**config.mk**
```make
export PLATFORM = sky130hd
export DESIGN_NAME = hwc_halt_wakeup
export DESIGN_NICKNAME = d
export VERILOG_FILES = /design/src/hdl/hwc_pkg.sv /design/src/hdl/hwc_ack_judge.sv /design/src/hdl/hwc_halt_wakeup.sv
export VERILOG_INCLUDE_DIRS = /design/src /design/src/hdl
export SDC_FILE = /design/constraint.sdc
export NUM_CORES = 1
export LEC_CHECK = 0
export ABC_AREA = 1
export BUFFER_PORTS_ARGS = -buffer_cell sky130_fd_sc_hd__buf_2
export CORE_UTILIZATION = 50
export CTS_BUF_LIST = sky130_fd_sc_hd__clkbuf_8
export DETAILED_ROUTE_END_ITERATION = 10
export GPL_TIMING_DRIVEN = 0
export PLACE_DENSITY = 0.74
export SLEW_MARGIN = 20
export SYNTH_ARGS = -nofsm -noshare
export SYNTH_HDL_FRONTEND = slang
export SYNTH_HIERARCHICAL = 1
export SYNTH_SLANG_ARGS = --single-unit
export TNS_END_PERCENT = 20
```
**constraint.sdc**
```tcl
create_clock -name core_clk -period 3.8 [get_ports core_clk]
set_input_delay 0.57 -clock core_clk [delete_from_list [all_inputs] [get_ports core_clk]]
set_output_delay 0.57 -clock core_clk [all_outputs]
set_load 0.02 [all_outputs]
```
**src/hdl/hwc_params.svh**
```systemverilog
// Constants for the halt wake-up controller
`ifndef HWC_PARAMS_SVH
`define HWC_PARAMS_SVH
`define HWC_PRIO_W 2
`define HWC_LEVEL3 2'h3
`define HWC_CLK_RESTART_CYC 2'h1
`define HWC_BUSY_RST 1'b0
`endif

```
**src/hdl/hwc_pkg.sv**
```systemverilog
// Types for the halt wake-up controller
`include "hwc_params.svh"
package hwc_pkg;
   typedef enum logic [2:0] {
      ST_RUN = 3'h0,
      ST_HALT = 3'h1,
      ST_CLKUP = 3'h2,
      ST_MACRO = 3'h3,
      ST_RESUME = 3'h4
   } hwc_state_t;
   typedef enum logic [1:0] {
      WK_NONE = 2'h0,
      WK_NMI = 2'h1,
      WK_MASKABLE = 2'h2
   } hwc_wake_t;
   // Maskable request as presented by the interrupt controller
   typedef struct packed {
      logic req;
      logic sourceMaskBit;
      logic isMacro;
      logic [`HWC_PRIO_W-1:0] prio;
   } hwc_mreq_t;
   // What the core is servicing right now
   typedef struct packed {
      logic inService;
      logic [`HWC_PRIO_W-1:0] svcPrio;
      logic nmiSameInService;
      logic nmiHigherInService;
   } hwc_svc_t;
   // Commands to the core
   typedef struct packed {
      logic cpuClkEn;
      logic takeNmi;
      logic takeMaskable;
      logic resumeNext;
      logic macroStart;
      logic nmiPending;
      logic maskPending;
   } hwc_cmd_t;
endpackage

```
**src/hdl/hwc_ack_judge.sv**
```systemverilog
// Acknowledge decision for a waking request
`timescale 1ns/1ps
`include "hwc_params.svh"
module hwc_ack_judge (
   // Request
   input wire hwc_pkg::hwc_wake_t wakeKind,
   input wire logic [`HWC_PRIO_W-1:0] reqPrio,
   // Core state
   input wire hwc_pkg::hwc_svc_t svc,
   input wire logic globalIrqEnableFlag,
   input wire logic level3PrioritySelect,
   // Decision
   output logic canAck
);
   always_comb begin
      canAck = 1'b0;
      unique case (wakeKind)
         // NMI blocked by same or higher NMI
         hwc_pkg::WK_NMI: canAck = !(svc.nmiSameInService || svc.nmiHigherInService);
         hwc_pkg::WK_MASKABLE: begin
            if (globalIrqEnableFlag) begin
               if (!svc.inService) begin
                  canAck = 1'b1;
               end else if (reqPrio < svc.svcPrio) begin
                  canAck = 1'b1;
               end else if (svc.svcPrio == `HWC_LEVEL3 && !level3PrioritySelect) begin
                  canAck = 1'b1;
               end
            end
         end
         default: canAck = 1'b0;
      endcase
   end
endmodule

```
**src/hdl/hwc_halt_wakeup.sv**
```systemverilog
// Halt wake-up sequencing between interrupt controller and core
`timescale 1ns/1ps
`include "hwc_params.svh"
// Functional notes
// - Only NMI, maskable request or reset end HALT; reset does normal reset.
// - Only the NMI pin may wake as non-maskable.
// - Vectored, context switch and macro service requests are maskable wakes.
// - Acknowledge pin NMI unless same or higher NMI routine runs.
// - Unacknowledged NMI resumes after halt write and stays pending.
// - Enabled unmasked maskable acknowledged: idle, lower routine, or level 3 exception.
// - Same or higher routine: resume after halt write, request pending.
// - Mask bit 1 keeps HALT for maskable and macro requests.
// - Unmasked macro request runs transfer; not ended returns to HALT.
// - Macro end: suppress bit 1 re-halts, 0 acts as maskable wake.
// - Enable condition is the status word enable flag.
// - Pending wake request acknowledged once acknowledgement is possible.
// - Enable flag 0 wake resumes after halt write, no branch.
// - Watchdog events never end HALT.
// - NMI pin wakes regardless of enable flag.
module hwc_halt_wakeup (
   // Clock and reset
   input wire logic core_clk,
   input wire logic rst,
   // Halt entry from standby control write
   input wire logic haltEnter,
   // Wake sources
   input wire logic nmiPin,
   input wire logic nmiOther,
   input wire logic watchdogEvent,
   input wire hwc_pkg::hwc_mreq_t mreq,
   // Core and interrupt controller state
   input wire hwc_pkg::hwc_svc_t svc,
   input wire logic globalIrqEnableFlag,
   input wire logic level3PrioritySelect,
   input wire logic endIrqSuppressBit,
   input wire logic macroDone,
   input wire logic macroEndMet,
   input wire logic pendingTaken,
   // Outputs to core
   output hwc_pkg::hwc_cmd_t cmd,
   output logic halted
);
   typedef struct packed {
      hwc_pkg::hwc_state_t st;
      hwc_pkg::hwc_wake_t kind;
      logic [`HWC_PRIO_W-1:0] prio;
      logic [1:0] cnt;
      hwc_pkg::hwc_cmd_t cmd;
      logic halted;
   } hwc_reg_t;

   hwc_reg_t state_r;
   hwc_reg_t state_nxt;
   logic canAck;
   logic wakeSel;

   ////////////////////////////////////////////////////////////////////////
   // Judge acknowledge on registered kind, or on a pending request
   hwc_ack_judge u_hwc_ack_judge (
      .wakeKind(wakeSel ? state_r.kind
                : (state_r.cmd.nmiPending ? hwc_pkg::WK_NMI : hwc_pkg::WK_MASKABLE)),
      .reqPrio(state_r.prio),
      .svc(svc),
      .globalIrqEnableFlag(globalIrqEnableFlag),
      .level3PrioritySelect(level3PrioritySelect),
      .canAck(canAck)
   );
   assign wakeSel = (state_r.st == hwc_pkg::ST_RESUME);

   ////////////////////////////////////////////////////////////////////////
   always_comb begin
      state_nxt = state_r;
      state_nxt.cmd.takeNmi = 1'b0;
      state_nxt.cmd.takeMaskable = 1'b0;
      state_nxt.cmd.resumeNext = 1'b0;
      state_nxt.cmd.macroStart = 1'b0;
      unique case (state_r.st)
         hwc_pkg::ST_RUN: begin
            // Pending taken once acknowledgeable
            // No branch in the cycle the clock is being stopped
            if ((state_r.cmd.nmiPending || state_r.cmd.maskPending) && canAck
                  && !haltEnter) begin
               state_nxt.cmd.takeNmi = state_r.cmd.nmiPending;
               state_nxt.cmd.takeMaskable = !state_r.cmd.nmiPending;
            end
            // Core take report clears both pending flags
            if (pendingTaken) begin
               state_nxt.cmd.nmiPending = 1'b0;
               state_nxt.cmd.maskPending = 1'b0;
            end
            if (haltEnter) begin
               state_nxt.st = hwc_pkg::ST_HALT;
               state_nxt.cmd.cpuClkEn = 1'b0;
               state_nxt.halted = 1'b1;
            end
         end
         hwc_pkg::ST_HALT: begin
            if (nmiPin) begin
               state_nxt.kind = hwc_pkg::WK_NMI;
               state_nxt.st = hwc_pkg::ST_CLKUP;
               state_nxt.cnt = `HWC_CLK_RESTART_CYC;
               state_nxt.cmd.cpuClkEn = 1'b1;
            end else if (mreq.req && !mreq.sourceMaskBit) begin
               state_nxt.kind = hwc_pkg::WK_MASKABLE;
               state_nxt.prio = mreq.prio;
               // Macro transfer runs without the CPU clock
               if (mreq.isMacro) begin
                  state_nxt.st = hwc_pkg::ST_MACRO;
                  state_nxt.cmd.macroStart = 1'b1;
               end else begin
                  state_nxt.st = hwc_pkg::ST_CLKUP;
                  state_nxt.cnt = `HWC_CLK_RESTART_CYC;
                  state_nxt.cmd.cpuClkEn = 1'b1;
               end
            end
         end
         hwc_pkg::ST_MACRO: begin
            if (macroDone) begin
               // Suppressed end or no end goes back to HALT
               if (macroEndMet && !endIrqSuppressBit) begin
                  state_nxt.st = hwc_pkg::ST_CLKUP;
                  state_nxt.cnt = `HWC_CLK_RESTART_CYC;
                  state_nxt.cmd.cpuClkEn = 1'b1;
               end else begin
                  state_nxt.st = hwc_pkg::ST_HALT;
               end
            end
         end
         hwc_pkg::ST_CLKUP: begin
            // Clock runs before the core moves
            if (state_r.cnt == 2'h0) begin
               state_nxt.st = hwc_pkg::ST_RESUME;
            end else begin
               state_nxt.cnt = state_r.cnt - 2'h1;
            end
         end
         hwc_pkg::ST_RESUME: begin
            state_nxt.st = hwc_pkg::ST_RUN;
            state_nxt.halted = 1'b0;
            if (canAck) begin
               state_nxt.cmd.takeNmi = (state_r.kind == hwc_pkg::WK_NMI);
               state_nxt.cmd.takeMaskable = (state_r.kind == hwc_pkg::WK_MASKABLE);
            end else begin
               state_nxt.cmd.resumeNext = 1'b1;
               if (state_r.kind == hwc_pkg::WK_NMI) begin
                  state_nxt.cmd.nmiPending = 1'b1;
               end else begin
                  state_nxt.cmd.maskPending = 1'b1;
               end
            end
         end
         default: state_nxt.st = hwc_pkg::ST_RUN;
      endcase
   end

   ////////////////////////////////////////////////////////////////////////
   // Reset aborts HALT into normal reset state
   always_ff @(posedge core_clk or posedge rst) begin
      if (rst) begin
         state_r <= '0;
         state_r.cmd.cpuClkEn <= 1'b1;
         state_r.halted <= `HWC_BUSY_RST;
      end else begin
         state_r <= state_nxt;
      end
   end

   assign cmd = state_r.cmd;
   assign halted = state_r.halted;
endmodule

```
Yosys cells after proc, flatten, opt, wreduce, memory -nomap -nowiden
Cells that the tools add are included.
{"block": "word_totals", "elab_cells": 100, "ff_bits": 17}
{"block": "op_classes", "add_sub_neg": 1, "n_mux": 38, "eq_ne": 20, "bitwise": 1, "n_lt_le_gt_ge": 1, "n_reduce_logical": 27}
{"operator": "$mux 3", "count": 7}
{"operator": "$mux 2", "count": 8}
{"operator": "$ne 2x2->1 const B", "count": 8}
{"operator": "$mux 1", "count": 15}
{"operator": "$pmux 3 s4", "count": 1}
{"operator": "$reduce_and 4->1", "count": 3}
{"operator": "$reduce_and 6->1", "count": 2}
{"operator": "$mux 10", "count": 1}
{"operator": "$eq 2x2->1 const B", "count": 3}
{"operator": "$eq 3x2->1 const B", "count": 2}
{"operator": "$logic_not 1->1", "count": 6}
{"operator": "$ne 3x3->1 const B", "count": 2}
{"operator": "$pmux 2 s3", "count": 1}
{"operator": "$pmux 3 s2", "count": 1}
{"operator": "$reduce_bool 3->1", "count": 2}
{"operator": "$logic_and 1x1->1", "count": 5}
{"operator": "$mux 5", "count": 1}
{"operator": "$eq 2x1->1 const B", "count": 2}
{"operator": "$pmux 2 s2", "count": 1}
{"operator": "$reduce_and 2->1", "count": 2}
{"operator": "$reduce_bool 2->1", "count": 2}
{"operator": "$eq 3x1->1 const B", "count": 1}
{"operator": "$eq 3x3->1 const B", "count": 1}
{"operator": "$logic_not 3->1", "count": 1}
{"operator": "9 further kinds", "count": 10}

Longest topological paths before layout
Gate-level depths: netlist of the first run.
{"block": "depth", "word_depth": 11, "depth_mapped": 18, "ltp_nobuf": 18}

By module
Netlist of the first run, hierarchy kept.
{"module": "hwc_halt_wakeup", "seq_area_each_um2": 426.7, "area_per_inst_um2": 1021.0, "n_inst": 1, "cells_each": 144}
{"module": "hwc_ack_judge", "seq_area_each_um2": 0.0, "area_per_inst_um2": 113.9, "n_inst": 1, "cells_each": 22}

Worst setup path after synthesis of the first run
OpenSTA, ideal clock, no wires.
{"block": "synth_timing", "path_kind": "register -> register", "start": "register state_r[14] (netlist name)", "end": "register cmd[1] (netlist name)", "period_less_slack_ns": 1.901, "required_time_ns": 3.683, "path_stages_with_launch": 15, "slack_ns": 1.899, "t_arrival_ns": 1.784, "cell_sequence": "dfrtp_1 > inv_2 > nand2_1 > nor2_4 > inv_1 > nand2_1 > o21a_1 > inv_1 > ha_1 > a21oi_2 > nand2_1 > nand2_1 > inv_1 > nand3_1 > nand2_1"}
{"block": "synth_between", "elab_chain_len": 6, "word_cells_on_any_way": 12}
{"item": "start, declared", "line": "hwc_halt_wakeup.sv:52", "rtl": "hwc_reg_t state_r;"}
{"item": "start signal, assigned", "line": "hwc_halt_wakeup.sv:164", "rtl": "state_r <= state_nxt;"}
{"item": "$eq 3x3->1 (*)", "line": "hwc_halt_wakeup.sv:68", "rtl": "assign wakeSel = (state_r.st == hwc_pkg::ST_RESUME);"}
{"item": "$mux 2 (*)", "line": "hwc_halt_wakeup.sv:60", "rtl": ".wakeKind(wakeSel ? state_r.kind"}
{"item": "$eq 2x2->1 or $eq 2x1->1 (tied branches)", "line": "hwc_ack_judge.sv:17", "rtl": "unique case (wakeKind)"}
{"item": "$pmux 1 s2 (*)", "line": "hwc_ack_judge.sv:17"}
{"item": "via canAck", "line": "hwc_halt_wakeup.sv:54", "rtl": "logic canAck;"}
{"item": "$ne 2x2->1 (no source line) (*)"}
{"item": "$reduce_and 4->1 (no source line) (*)"}
Mark *: on every way through the listed nets, which the timed path passes. The rest lies on a longest branch.
A chain may end at the register's enable or synchronous reset.

Final worst setup path of the first run
{"block": "layout_timing", "start": "register state_r[14] (netlist name)", "end": "register cmd[1] (netlist name)"}
{"block": "layout_between", "elab_chain_len": 6, "word_cells_on_any_way": 12}
{"item": "$eq 3x3->1 (*)", "line": "hwc_halt_wakeup.sv:68"}
{"item": "$mux 2 (*)", "line": "hwc_halt_wakeup.sv:60"}
{"item": "$eq 2x2->1 or $eq 2x1->1 (tied branches)", "line": "hwc_ack_judge.sv:17"}
{"item": "$pmux 1 s2 (*)", "line": "hwc_ack_judge.sv:17"}
{"item": "via canAck", "line": "hwc_halt_wakeup.sv:54"}
{"item": "$ne 2x2->1 (no source line) (*)"}
{"item": "$reduce_and 4->1 (no source line) (*)"}
Marks and branches as above.

==> out/qor.txt, run 1 <==
status: complete, no violations
core area: 2040 um^2
Setup TNS Final: 0 ns
final global-route overflow total: 0
Post-CTS Resized: 0
GRT Util Overall: 20.2%
DP HPWL: 1.72 mm
CTS tree: done
total die area: 2460 um^2
clk_lat worst skew: 0.25 ns
Worst-path clk slew: 0.07 ns
setup bufs post-CTS: 0
Setup Skew: 0.00612 ns
Setup-failing EPs final: 0
Max H-tree Level: 1
finished layout cell area: 1350 um^2
Total Power: 0.000873 W
DR vias/cell: 4.73
CTS Sinks: 17
wire per inst: 9.51 um
detailed-route via count: 1060
DR pass1 iterations: 4
synth warn: 6
Mapped Area: 1130 um^2
CP endpoint kind: flip-flop
CTS root buffer: clkbuf_8
routability cong.: 0.913
CP max FO: 7
Final Hold Violating Endpoints: 0
synth top area cells: dfrtp_1 35%, nand2_1 17%, inv_1 9.3%
Worst Tran Pin Value: 0.646 ns
syn_nets: 192
sequential share of the synthesized area: 37.6%
drt total wl: 2.13 mm
clk buf depth: 2
post-synth top area share: 35.3%
CP required: 3.94 ns
vias in the first global route: 1017
io pins: 30
HP Class: in -> async
Synth Instances: 166
Fmax: 0.464 GHz
largest net degree at the start of global routing: 18
share of layout cells above drive strength 1: 26.4%
worst vdd ir: 0.366 mV
Fill cells: 198
die extent in x: 49.6 um
Port Buffers: 27
TritonCTS Buffers: 3
cts-stage hold buffer count: 0
syn avg cell area: 6.84 um^2
# nets final: 224
dpl cell area: 1300 um^2
die extent in y: 49.6 um
leakage power: 0.839 nW
Final period util: 56.7%
Slew Limit Fails: 0
crit path time final: 2.16 ns
CP Launch Type: flip-flop
DRC violations left: 0
RSZ-0062 raised after global routing: no
row count: 16
placed cell count: 220
power density cells: 647 nW/um^2
Diodes inserted: 0
initial DRC count: 24
Final ANT Viol Nets: 0
initial antenna violation count: 0
Max Cap Violations: 0
Initial Util: 55.6%
post-synthesis register bit count: 17
worst endpoint data arrival time: 2.30 ns
area leader, netlist: dfrtp_1
Crit Path Class: reg -> reg
area delta synth->final: 18.9%
Max-slew headroom: 56.9%
Unique masters post-synth: 21
first-pass GRT wire length: 3.87 mm
Cell Count, Final, Fillers Out: 224
## cell type report
cell class,instances,area [um^2],share of cell area [%]
clock inverter,1,3.75,0.278
inverter,31,116,8.63
clock buffer,3,41.3,3.06
timing repair buffer,27,135,10.0
buffer,7,52.6,3.90
tap,27,33.8,2.50
multi-input combinational,111,539,40.0
sequential,17,427,31.6
## worst max-delay path: stages (launching register included)
cell	delay, ns
dfrtp_1	0.48
inv_2	0.12
nand2_1	0.09
nor2_4	0.16
inv_1	0.11
o21ai_0	0.24
ha_1	0.19
nand2_1	0.05
inv_1	0.04
nand2_1	0.06
a21oi_2	0.17
nand2_1	0.07
nand2_1	0.09
inv_1	0.06
nand3_1	0.08
nand2_1	0.05
## routing by layer
layer	routed length (um)	part of all wire (%)	vias up	global-route usage, %
met4	14	0.66	0	8.57
met2	1020	48	27	34.9
li1	-	-	559	-
met5	0	0	-	0
met3	118	5.5	2	2.78
met1	980	46	472	24.9
## cells in the mapped netlist
cell,count
nand2_1,52
inv_1,28
dfrtp_1,16
nor2_1,16
nand3_1,12
buf_4,7
o21ai_0,7
a21oi_1,4
ha_1,4
nand2_2,4
nor2_2,4
inv_2,2
nor2_4,2
a21o_1,1
a21oi_2,1
clkinv_1,1
dfstp_2,1
nand3b_1,1
nand4_1,1
o21a_1,1
o21ai_2,1
## report_power, final
group / internal [W] / leakage, nW / switching [W]
combinational: 0.000168 / 0.596 / 0.000283
clock: 0.0000715 / 0.0269 / 0.0000580
sequential: 0.000239 / 0.216 / 0.0000535
total: 0.000479 / 0.839 / 0.000394
## per-stage QoR
stage,utilization (%),setup WS [ns],hold WS (ns)
finish,66.1,1.65,0.400
global route,66.1,1.40,0.474
CTS,66.1,1.66,0.422
detailed placement,63.8,1.67,0.460
global placement,63.8,1.73,0.449
floorplan,-,1.90,0.441
## registers in the layout, indices dropped and copies added (netlist names)
| name | flops |
|---|---|
| state_r | 9 |
| halted | 1 |
| cmd | 7 |
## final timing paths
path	start	endpoint	slack, ns	cells past startpoint
max	state_r[14]	cmd[1]	1.65	15
min	rst	halted	0.40	2
max reg2reg	state_r[14]	cmd[1]	1.65	15
min reg2reg	state_r[9]	state_r[9]	0.47	2
max in group asynchronous	rst	cmd[0]	2.98	2
min in group core_clk	state_r[9]	state_r[9]	0.47	2
## placed cells by master (no fill, tap or decap), drive strengths merged
cell type and count:
a21o 1, a21oi 5, buf 34, clkbuf 3, clkinv 1, dfrtp 16, dfstp 1, ha 4
inv 31, nand2 56, nand3 12, nand3b 1, nand4 1, nor2 22, o21a 1, o21ai 8
## cells by family after synthesis
kind of cell / share of synthesized area, %
fa+ha+maj: 4.41
flops: 37.6
buf+inv: 14.9
compound gates: 7.72
simple gates: 35.4
Power figures use the tool's default switching activity.
==> run 2, diff against run 1 <==
==> constraint.sdc (replaced) <==
create_clock -name core_clk -period 2.2 [get_ports core_clk]
set_input_delay 0.33 -clock core_clk [delete_from_list [all_inputs] [get_ports core_clk]]
set_output_delay 0.33 -clock core_clk [all_outputs]
set_load 0.02 [all_outputs]
==> out/qor.txt, run 2 (same netlist as run 1, synthesis figures left out) <==
routability cong.: 0.913 (unchanged)
Comb pwr share: 54.2% (+2.5 points)
vias in the first global route: 1017 (unchanged)
share of power burned in registers: 31.5% (-2.0 points)
Setup TNS Final: 0 ns (unchanged)
most frequent cells in the layout: 52 x nand2_1, 28 x inv_1, 27 x buf_2
P_int: 0.000876 W (+83%)
Worst-path clk slew: 0.07 ns (about the same)
WHS: 0.158 ns (-0.242 ns)
clk_lat worst skew: 0.25 ns (about the same)
Max Cap Violations: 0 (unchanged)
worst vdd ir: 0.612 mV (+67%)
initial antenna violation count: 0 (unchanged)
R2R depth: 14 (-1)
RSZ-0062 raised after global routing: no
GRT Util Overall: 20.2% (unchanged)
CTS tree: done
die extent in x: 49.6 um (unchanged)
DR pass1 iterations: 5 (+1)
P_sw: 0.000702 W (+78%)
CP Depth: 14 (-1)
crit-path max cell delay: 0.45 ns (-0.03 ns)
Diodes inserted: 0 (unchanged)
DP HPWL: 1.72 mm (unchanged)
# nets final: 231 (+3.1%)
CP required: 2.34 ns (-1.60 ns)
Slew Limit Fails: 0 (unchanged)
Worst Tran Pin Value: 0.646 ns (-0.000870 ns)
Reg with most FFs: state_r
cts-stage hold buffer count: 0 (unchanged)
Port Buffers: 27 (unchanged)
status: complete, no violations
CTS Sinks: 17 (unchanged)
cell breakdown of the critical path: inv_2 -> nand2_1 -> nor2_4 -> inv_2 -> nand2_1 -> o21a_1 -> inv_1 -> ha_1 -> a21oi_2 -> nand2_1 -> nand2_1 -> inv_1 -> nand3_1 -> nand2_1
Final ANT Viol Nets: 0 (unchanged)
Total Power: 0.00158 W (+81%)
power density cells: 1120 nW/um^2 (+74%)
detailed-route via count: 1094 (+3.2%)
final global-route overflow total: 0 (unchanged)
io pins: 30 (unchanged)
area delta synth->final: 23.7%
DRC violations left: 0 (unchanged)
Top Registers: state_r: 9 flops, cmd: 7 flops, halted: 1 flops
initial DRC count: 19 (-21%)
DR vias/cell: 4.74 (about the same)
Fill cells: 190 (-4.0%)
worst endpoint data arrival time: 2.15 ns (-0.15 ns)
clk buf depth: 2 (unchanged)
wire per inst: 9.75 um (+2.5%)
Max-slew headroom: 56.9% (+0.058 points)
CP max stage cell: dfrtp_2
Final Hold Violating Endpoints: 0 (unchanged)
core area: 2040 um^2 (unchanged)
most common cell after layout, fill and taps aside: nand2_1
die extent in y: 49.6 um (unchanged)
Setup Skew: 0.00691 ns (+0.000795 ns)
Clock power frac: 14.2% (-0.6 points)
HP Class: in -> async
leakage power: 0.874 nW (+4.1%)
placed cell count: 220 (unchanged)
share of layout cells above drive strength 1: 30.4% (+4.0 points)
worst path bufs/invs: 4 (unchanged)
Top delay family on crit path: simple AND/OR/NAND/NOR gates
CP max FO: 5 (-2)
Fmax: 0.498 GHz (+7.4%)
CP endpoint kind: flip-flop
most frequent CP cell: nand2_1
Crit Path Class: reg -> reg
drt total wl: 2.25 mm (+5.7%)
CTS root buffer: clkbuf_8
Setup-failing EPs final: 0 (unchanged)
crit path time final: 2.01 ns (-0.148 ns)
Final period util: 91.2% (+35 points)
max reg flops: 9 (unchanged)
CP Launch Type: flip-flop
TritonCTS Buffers: 3 (unchanged)
Max H-tree Level: 1 (unchanged)
row count: 16 (unchanged)
largest net degree at the start of global routing: 18 (unchanged)
total die area: 2460 um^2 (unchanged)
Initial Util: 55.6% (unchanged)
Cell Count, Final, Fillers Out: 231 (+3.1%)
Sw Share: 44.5% (-0.68 points)
first-pass GRT wire length: 3.87 mm (unchanged)
run 2: changes by cell type in the layout (fill, tap and decap cells not counted), sizes merged:
cell and change:
buf +7
run 2: metal layers:
| metal | up-vias | share of wire, % | track usage, % |
|---|---|---|---|
| met5 | - | 0 | 0 |
| met4 | 0 | 0.62 | 8.57 |
| met3 | 2 | 5.6 | 2.78 |
| met2 | 32 | 49 | 34.9 |
| met1 | 486 | 44 | 24.9 |
| li1 | 574 | - | - |
run 2: path summary, 6_finish.rpt:
path	start	to	slack, ns
setup reg to reg	state_r[14]	cmd[1]	0.19
setup / recovery	state_r[14]	cmd[1]	0.19
hold reg to reg	cmd[6]	cmd[6]	0.47
max in group asynchronous	rst	state_r[14]	1.59
hold / removal	rst	halted	0.16
min in group core_clk	mreq[1]	state_r[11]	0.32
run 2: final cells by class:
class	count	area (um^2)	area share, %
multi-input combinational	111	539	38.4
sequential	17	429	30.6
timing repair buffer	34	188	13.4
inverter	31	116	8.29
buffer	7	52.6	3.74
clock buffer	3	41.3	2.94
tap	27	33.8	2.41
clock inverter	1	3.75	0.267
run 2: power by group through the flow:
| stage | registers [W] | clock network (W) | logic [W] |
|---|---|---|---|
| floorplan | 0.000499 | 0 | 0.000618 |
| global placement | 0.000506 | 0 | 0.000753 |
| detailed placement | 0.000509 | 0 | 0.000781 |
| CTS | 0.000505 | 0.000232 | 0.000783 |
| global route | 0.000507 | 0.000248 | 0.000974 |
| finish | 0.000497 | 0.000225 | 0.000856 |
run 2: what timing repair did:
item | 4_1_cts | 5_1_grt
setup endpoints to repair | 0 | 4
gates resized for setup | 0 | 4
buffers inserted | 0 | 7
run 2: stage by stage:
| stage | cell area, um^2 | util, % | worst slack (ns) |
|---|---|---|---|
| 2_1_floorplan | 1130 | - | 0.299 |
| 3_3_place_gp | 1300 | 63.8 | 0.133 |
| 3_5_place_dp | 1300 | 63.8 | 0.0692 |
| 4_1_cts | 1350 | 66.1 | 0.0558 |
| 5_1_grt | 1400 | 68.8 | 0.00950 |
| 6_report | 1400 | 68.8 | 0.193 |
==> run 3, diff against run 2 <==
--- a/config.mk
+++ b/config.mk
@@ -13,6 +13,7 @@
 export DETAILED_ROUTE_END_ITERATION = 10
 export GPL_TIMING_DRIVEN = 0
 export PLACE_DENSITY = 0.74
+export RECOVER_POWER = 50
 export SLEW_MARGIN = 20
 export SYNTH_ARGS = -nofsm -noshare
 export SYNTH_HDL_FRONTEND = slang
==> out/qor.txt, run 3 (same netlist as run 1, synthesis figures left out) <==
Worst Tran Pin Value: 0.646 ns (+0.0000107 ns)
io pins: 30 (unchanged)
worst vdd ir: 0.612 mV (about the same)
most common cell after layout, fill and taps aside: nand2_1
die extent in x: 49.6 um (unchanged)
most frequent CP cell: nand2_1
CTS tree: done
Max-slew headroom: 56.9% (about the same)
CP Launch Type: flip-flop
CP max stage cell: dfrtp_2
Port Buffers: 27 (unchanged)
Slew Limit Fails: 0 (unchanged)
vias in the first global route: 1017 (unchanged)
share of power burned in registers: 31.6% (about the same)
CTS Sinks: 17 (unchanged)
Reg with most FFs: state_r
final global-route overflow total: 0 (unchanged)
GRT Util Overall: 20.2% (unchanged)
DP HPWL: 1.72 mm (unchanged)
HP Class: in -> async
drt total wl: 2.26 mm (+0.13%)
CP max FO: 5 (unchanged)
Final Hold Violating Endpoints: 0 (unchanged)
RSZ-0062 raised after global routing: no
Max H-tree Level: 1 (unchanged)
initial antenna violation count: 0 (unchanged)
TritonCTS Buffers: 3 (unchanged)
wire per inst: 9.76 um (+0.13%)
Top delay family on crit path: simple AND/OR/NAND/NOR gates
routability cong.: 0.913 (unchanged)
Setup-failing EPs final: 0 (unchanged)
detailed-route via count: 1094 (unchanged)
P_int: 0.000873 W (-0.29%)
WHS: 0.158 ns (+0.00000400 ns)
area delta synth->final: 23.5%
first-pass GRT wire length: 3.87 mm (unchanged)
Clock power frac: 14.3% (about the same)
most frequent cells in the layout: 52 x nand2_1, 28 x inv_1, 25 x buf_2
CP endpoint kind: flip-flop
DR pass1 iterations: 5 (unchanged)
Top Registers: state_r: 9 flops, cmd: 7 flops, halted: 1 flops
Initial Util: 55.6% (unchanged)
CTS root buffer: clkbuf_8
Setup Skew: 0.00691 ns (unchanged)
# nets final: 231 (unchanged)
Sw Share: 44.6% (+0.078 points)
Comb pwr share: 54.2% (about the same)
clk_lat worst skew: 0.25 ns (about the same)
CP required: 2.34 ns (about the same)
Setup TNS Final: 0 ns (unchanged)
Final ANT Viol Nets: 0 (unchanged)
largest net degree at the start of global routing: 18 (unchanged)
R2R depth: 14 (unchanged)
status: complete, no violations
P_sw: 0.000702 W (about the same)
Final period util: 91.2% (about the same)
crit-path max cell delay: 0.45 ns (about the same)
Worst Setup SP: state_r[14]
row count: 16 (unchanged)
Fill cells: 192 (+1.1%)
Diodes inserted: 0 (unchanged)
core area: 2040 um^2 (unchanged)
finished layout cell area: 1400 um^2 (-0.18%)
Max Cap Violations: 0 (unchanged)
Worst-path clk slew: 0.07 ns (about the same)
initial DRC count: 19 (unchanged)
worst path bufs/invs: 4 (unchanged)
Reg-to-Reg Start: state_r[14]
leakage power: 0.868 nW (-0.67%)
max reg flops: 9 (unchanged)
Fmax: 0.498 GHz (about the same)
dpl cell area: 1300 um^2 (unchanged)
cts-stage hold buffer count: 0 (unchanged)
CP Depth: 14 (unchanged)
share of layout cells above drive strength 1: 29.4% (-0.98 points)
worst endpoint data arrival time: 2.15 ns (about the same)
clk buf depth: 2 (unchanged)
cell breakdown of the critical path: inv_2 -> nand2_1 -> nor2_4 -> inv_2 -> nand2_1 -> o21a_1 -> inv_1 -> ha_1 -> a21oi_2 -> nand2_1 -> nand2_1 -> inv_1 -> nand3_1 -> nand2_1
DR vias/cell: 4.74 (unchanged)
crit path time final: 2.01 ns (-0.000422 ns)
die extent in y: 49.6 um (unchanged)
Crit Path Class: reg -> reg
DRC violations left: 0 (unchanged)
total die area: 2460 um^2 (unchanged)
power density cells: 1120 nW/um^2 (about the same)
[run 3: cell types whose count changed in the layout (fill, tap and decap cells not counted)]
cell,delta
buf_2,-2
clkbuf_1,+2
[run 3: layout make-up]
| type | count | area (um^2) | area share [%] |
|---|---|---|---|
| plain buffers | 7 | 52.6 | 3.75 |
| clock buffers | 3 | 41.3 | 2.95 |
| clock inverters | 1 | 3.75 | 0.268 |
| inverters | 31 | 116 | 8.30 |
| multi-input cells | 111 | 539 | 38.5 |
| flip-flops and latches | 17 | 429 | 30.6 |
| well taps | 27 | 33.8 | 2.41 |
| repair buffers | 34 | 185 | 13.2 |
[run 3: worst reg2reg max path: cells and delay by family (launching register included)]
| family | cells | cell delay [ns] |
|---|---|---|
| fa+ha+maj | 1 | 0.30 |
| compound gates | 2 | 0.32 |
| simple gates | 7 | 0.60 |
| flops | 1 | 0.45 |
| buf+inv | 4 | 0.26 |
[run 3: metal layers]
| layer | GRT usage, % | vias to the layer above | share of wire [%] |
|---|---|---|---|
| li1 | - | 574 | - |
| met5 | 0 | - | 0 |
| met2 | 34.9 | 34 | 49 |
| met3 | 2.78 | 2 | 6.2 |
| met1 | 24.9 | 484 | 44 |
| met4 | 8.57 | 0 | 0.62 |
[run 3: repair_timing]
item                                   4_1_cts  5_1_grt
buffers inserted                             0        7
endpoints found under the hold margin        0        0
gates resized for setup                      0        4
setup endpoints to repair                    0        4
[run 3: through the flow]
stage	instances	utilization (%)	worst slack (ns)	total power [W]
after global placement	220	63.8	0.133	0.00126
after CTS	224	66.1	0.0558	0.00152
after global routing	231	68.6	0.00950	0.00173
final	231	68.6	0.193	0.00158
after floorplan	166	-	0.299	0.00112
after detailed placement	220	63.8	0.0692	0.00129
[run 3: path summary, 6_finish.rpt]
path | slack [ns] | end
max in group asynchronous | 1.59 | state_r[14]
worst max register to register | 0.19 | cmd[1]
worst min register to register | 0.47 | cmd[6]
worst max-delay path | 0.19 | cmd[1]
min in group core_clk | 0.32 | state_r[11]
worst min-delay path | 0.16 | halted
[run 3: power groups by stage]
stage          sequential (W)  clock [W]  combinational, W
6_report             0.000497   0.000225          0.000853
5_1_grt              0.000507   0.000248          0.000971
4_1_cts              0.000505   0.000232          0.000783
3_5_place_dp         0.000509          0          0.000781
3_3_place_gp         0.000506          0          0.000753
2_1_floorplan        0.000499          0          0.000618
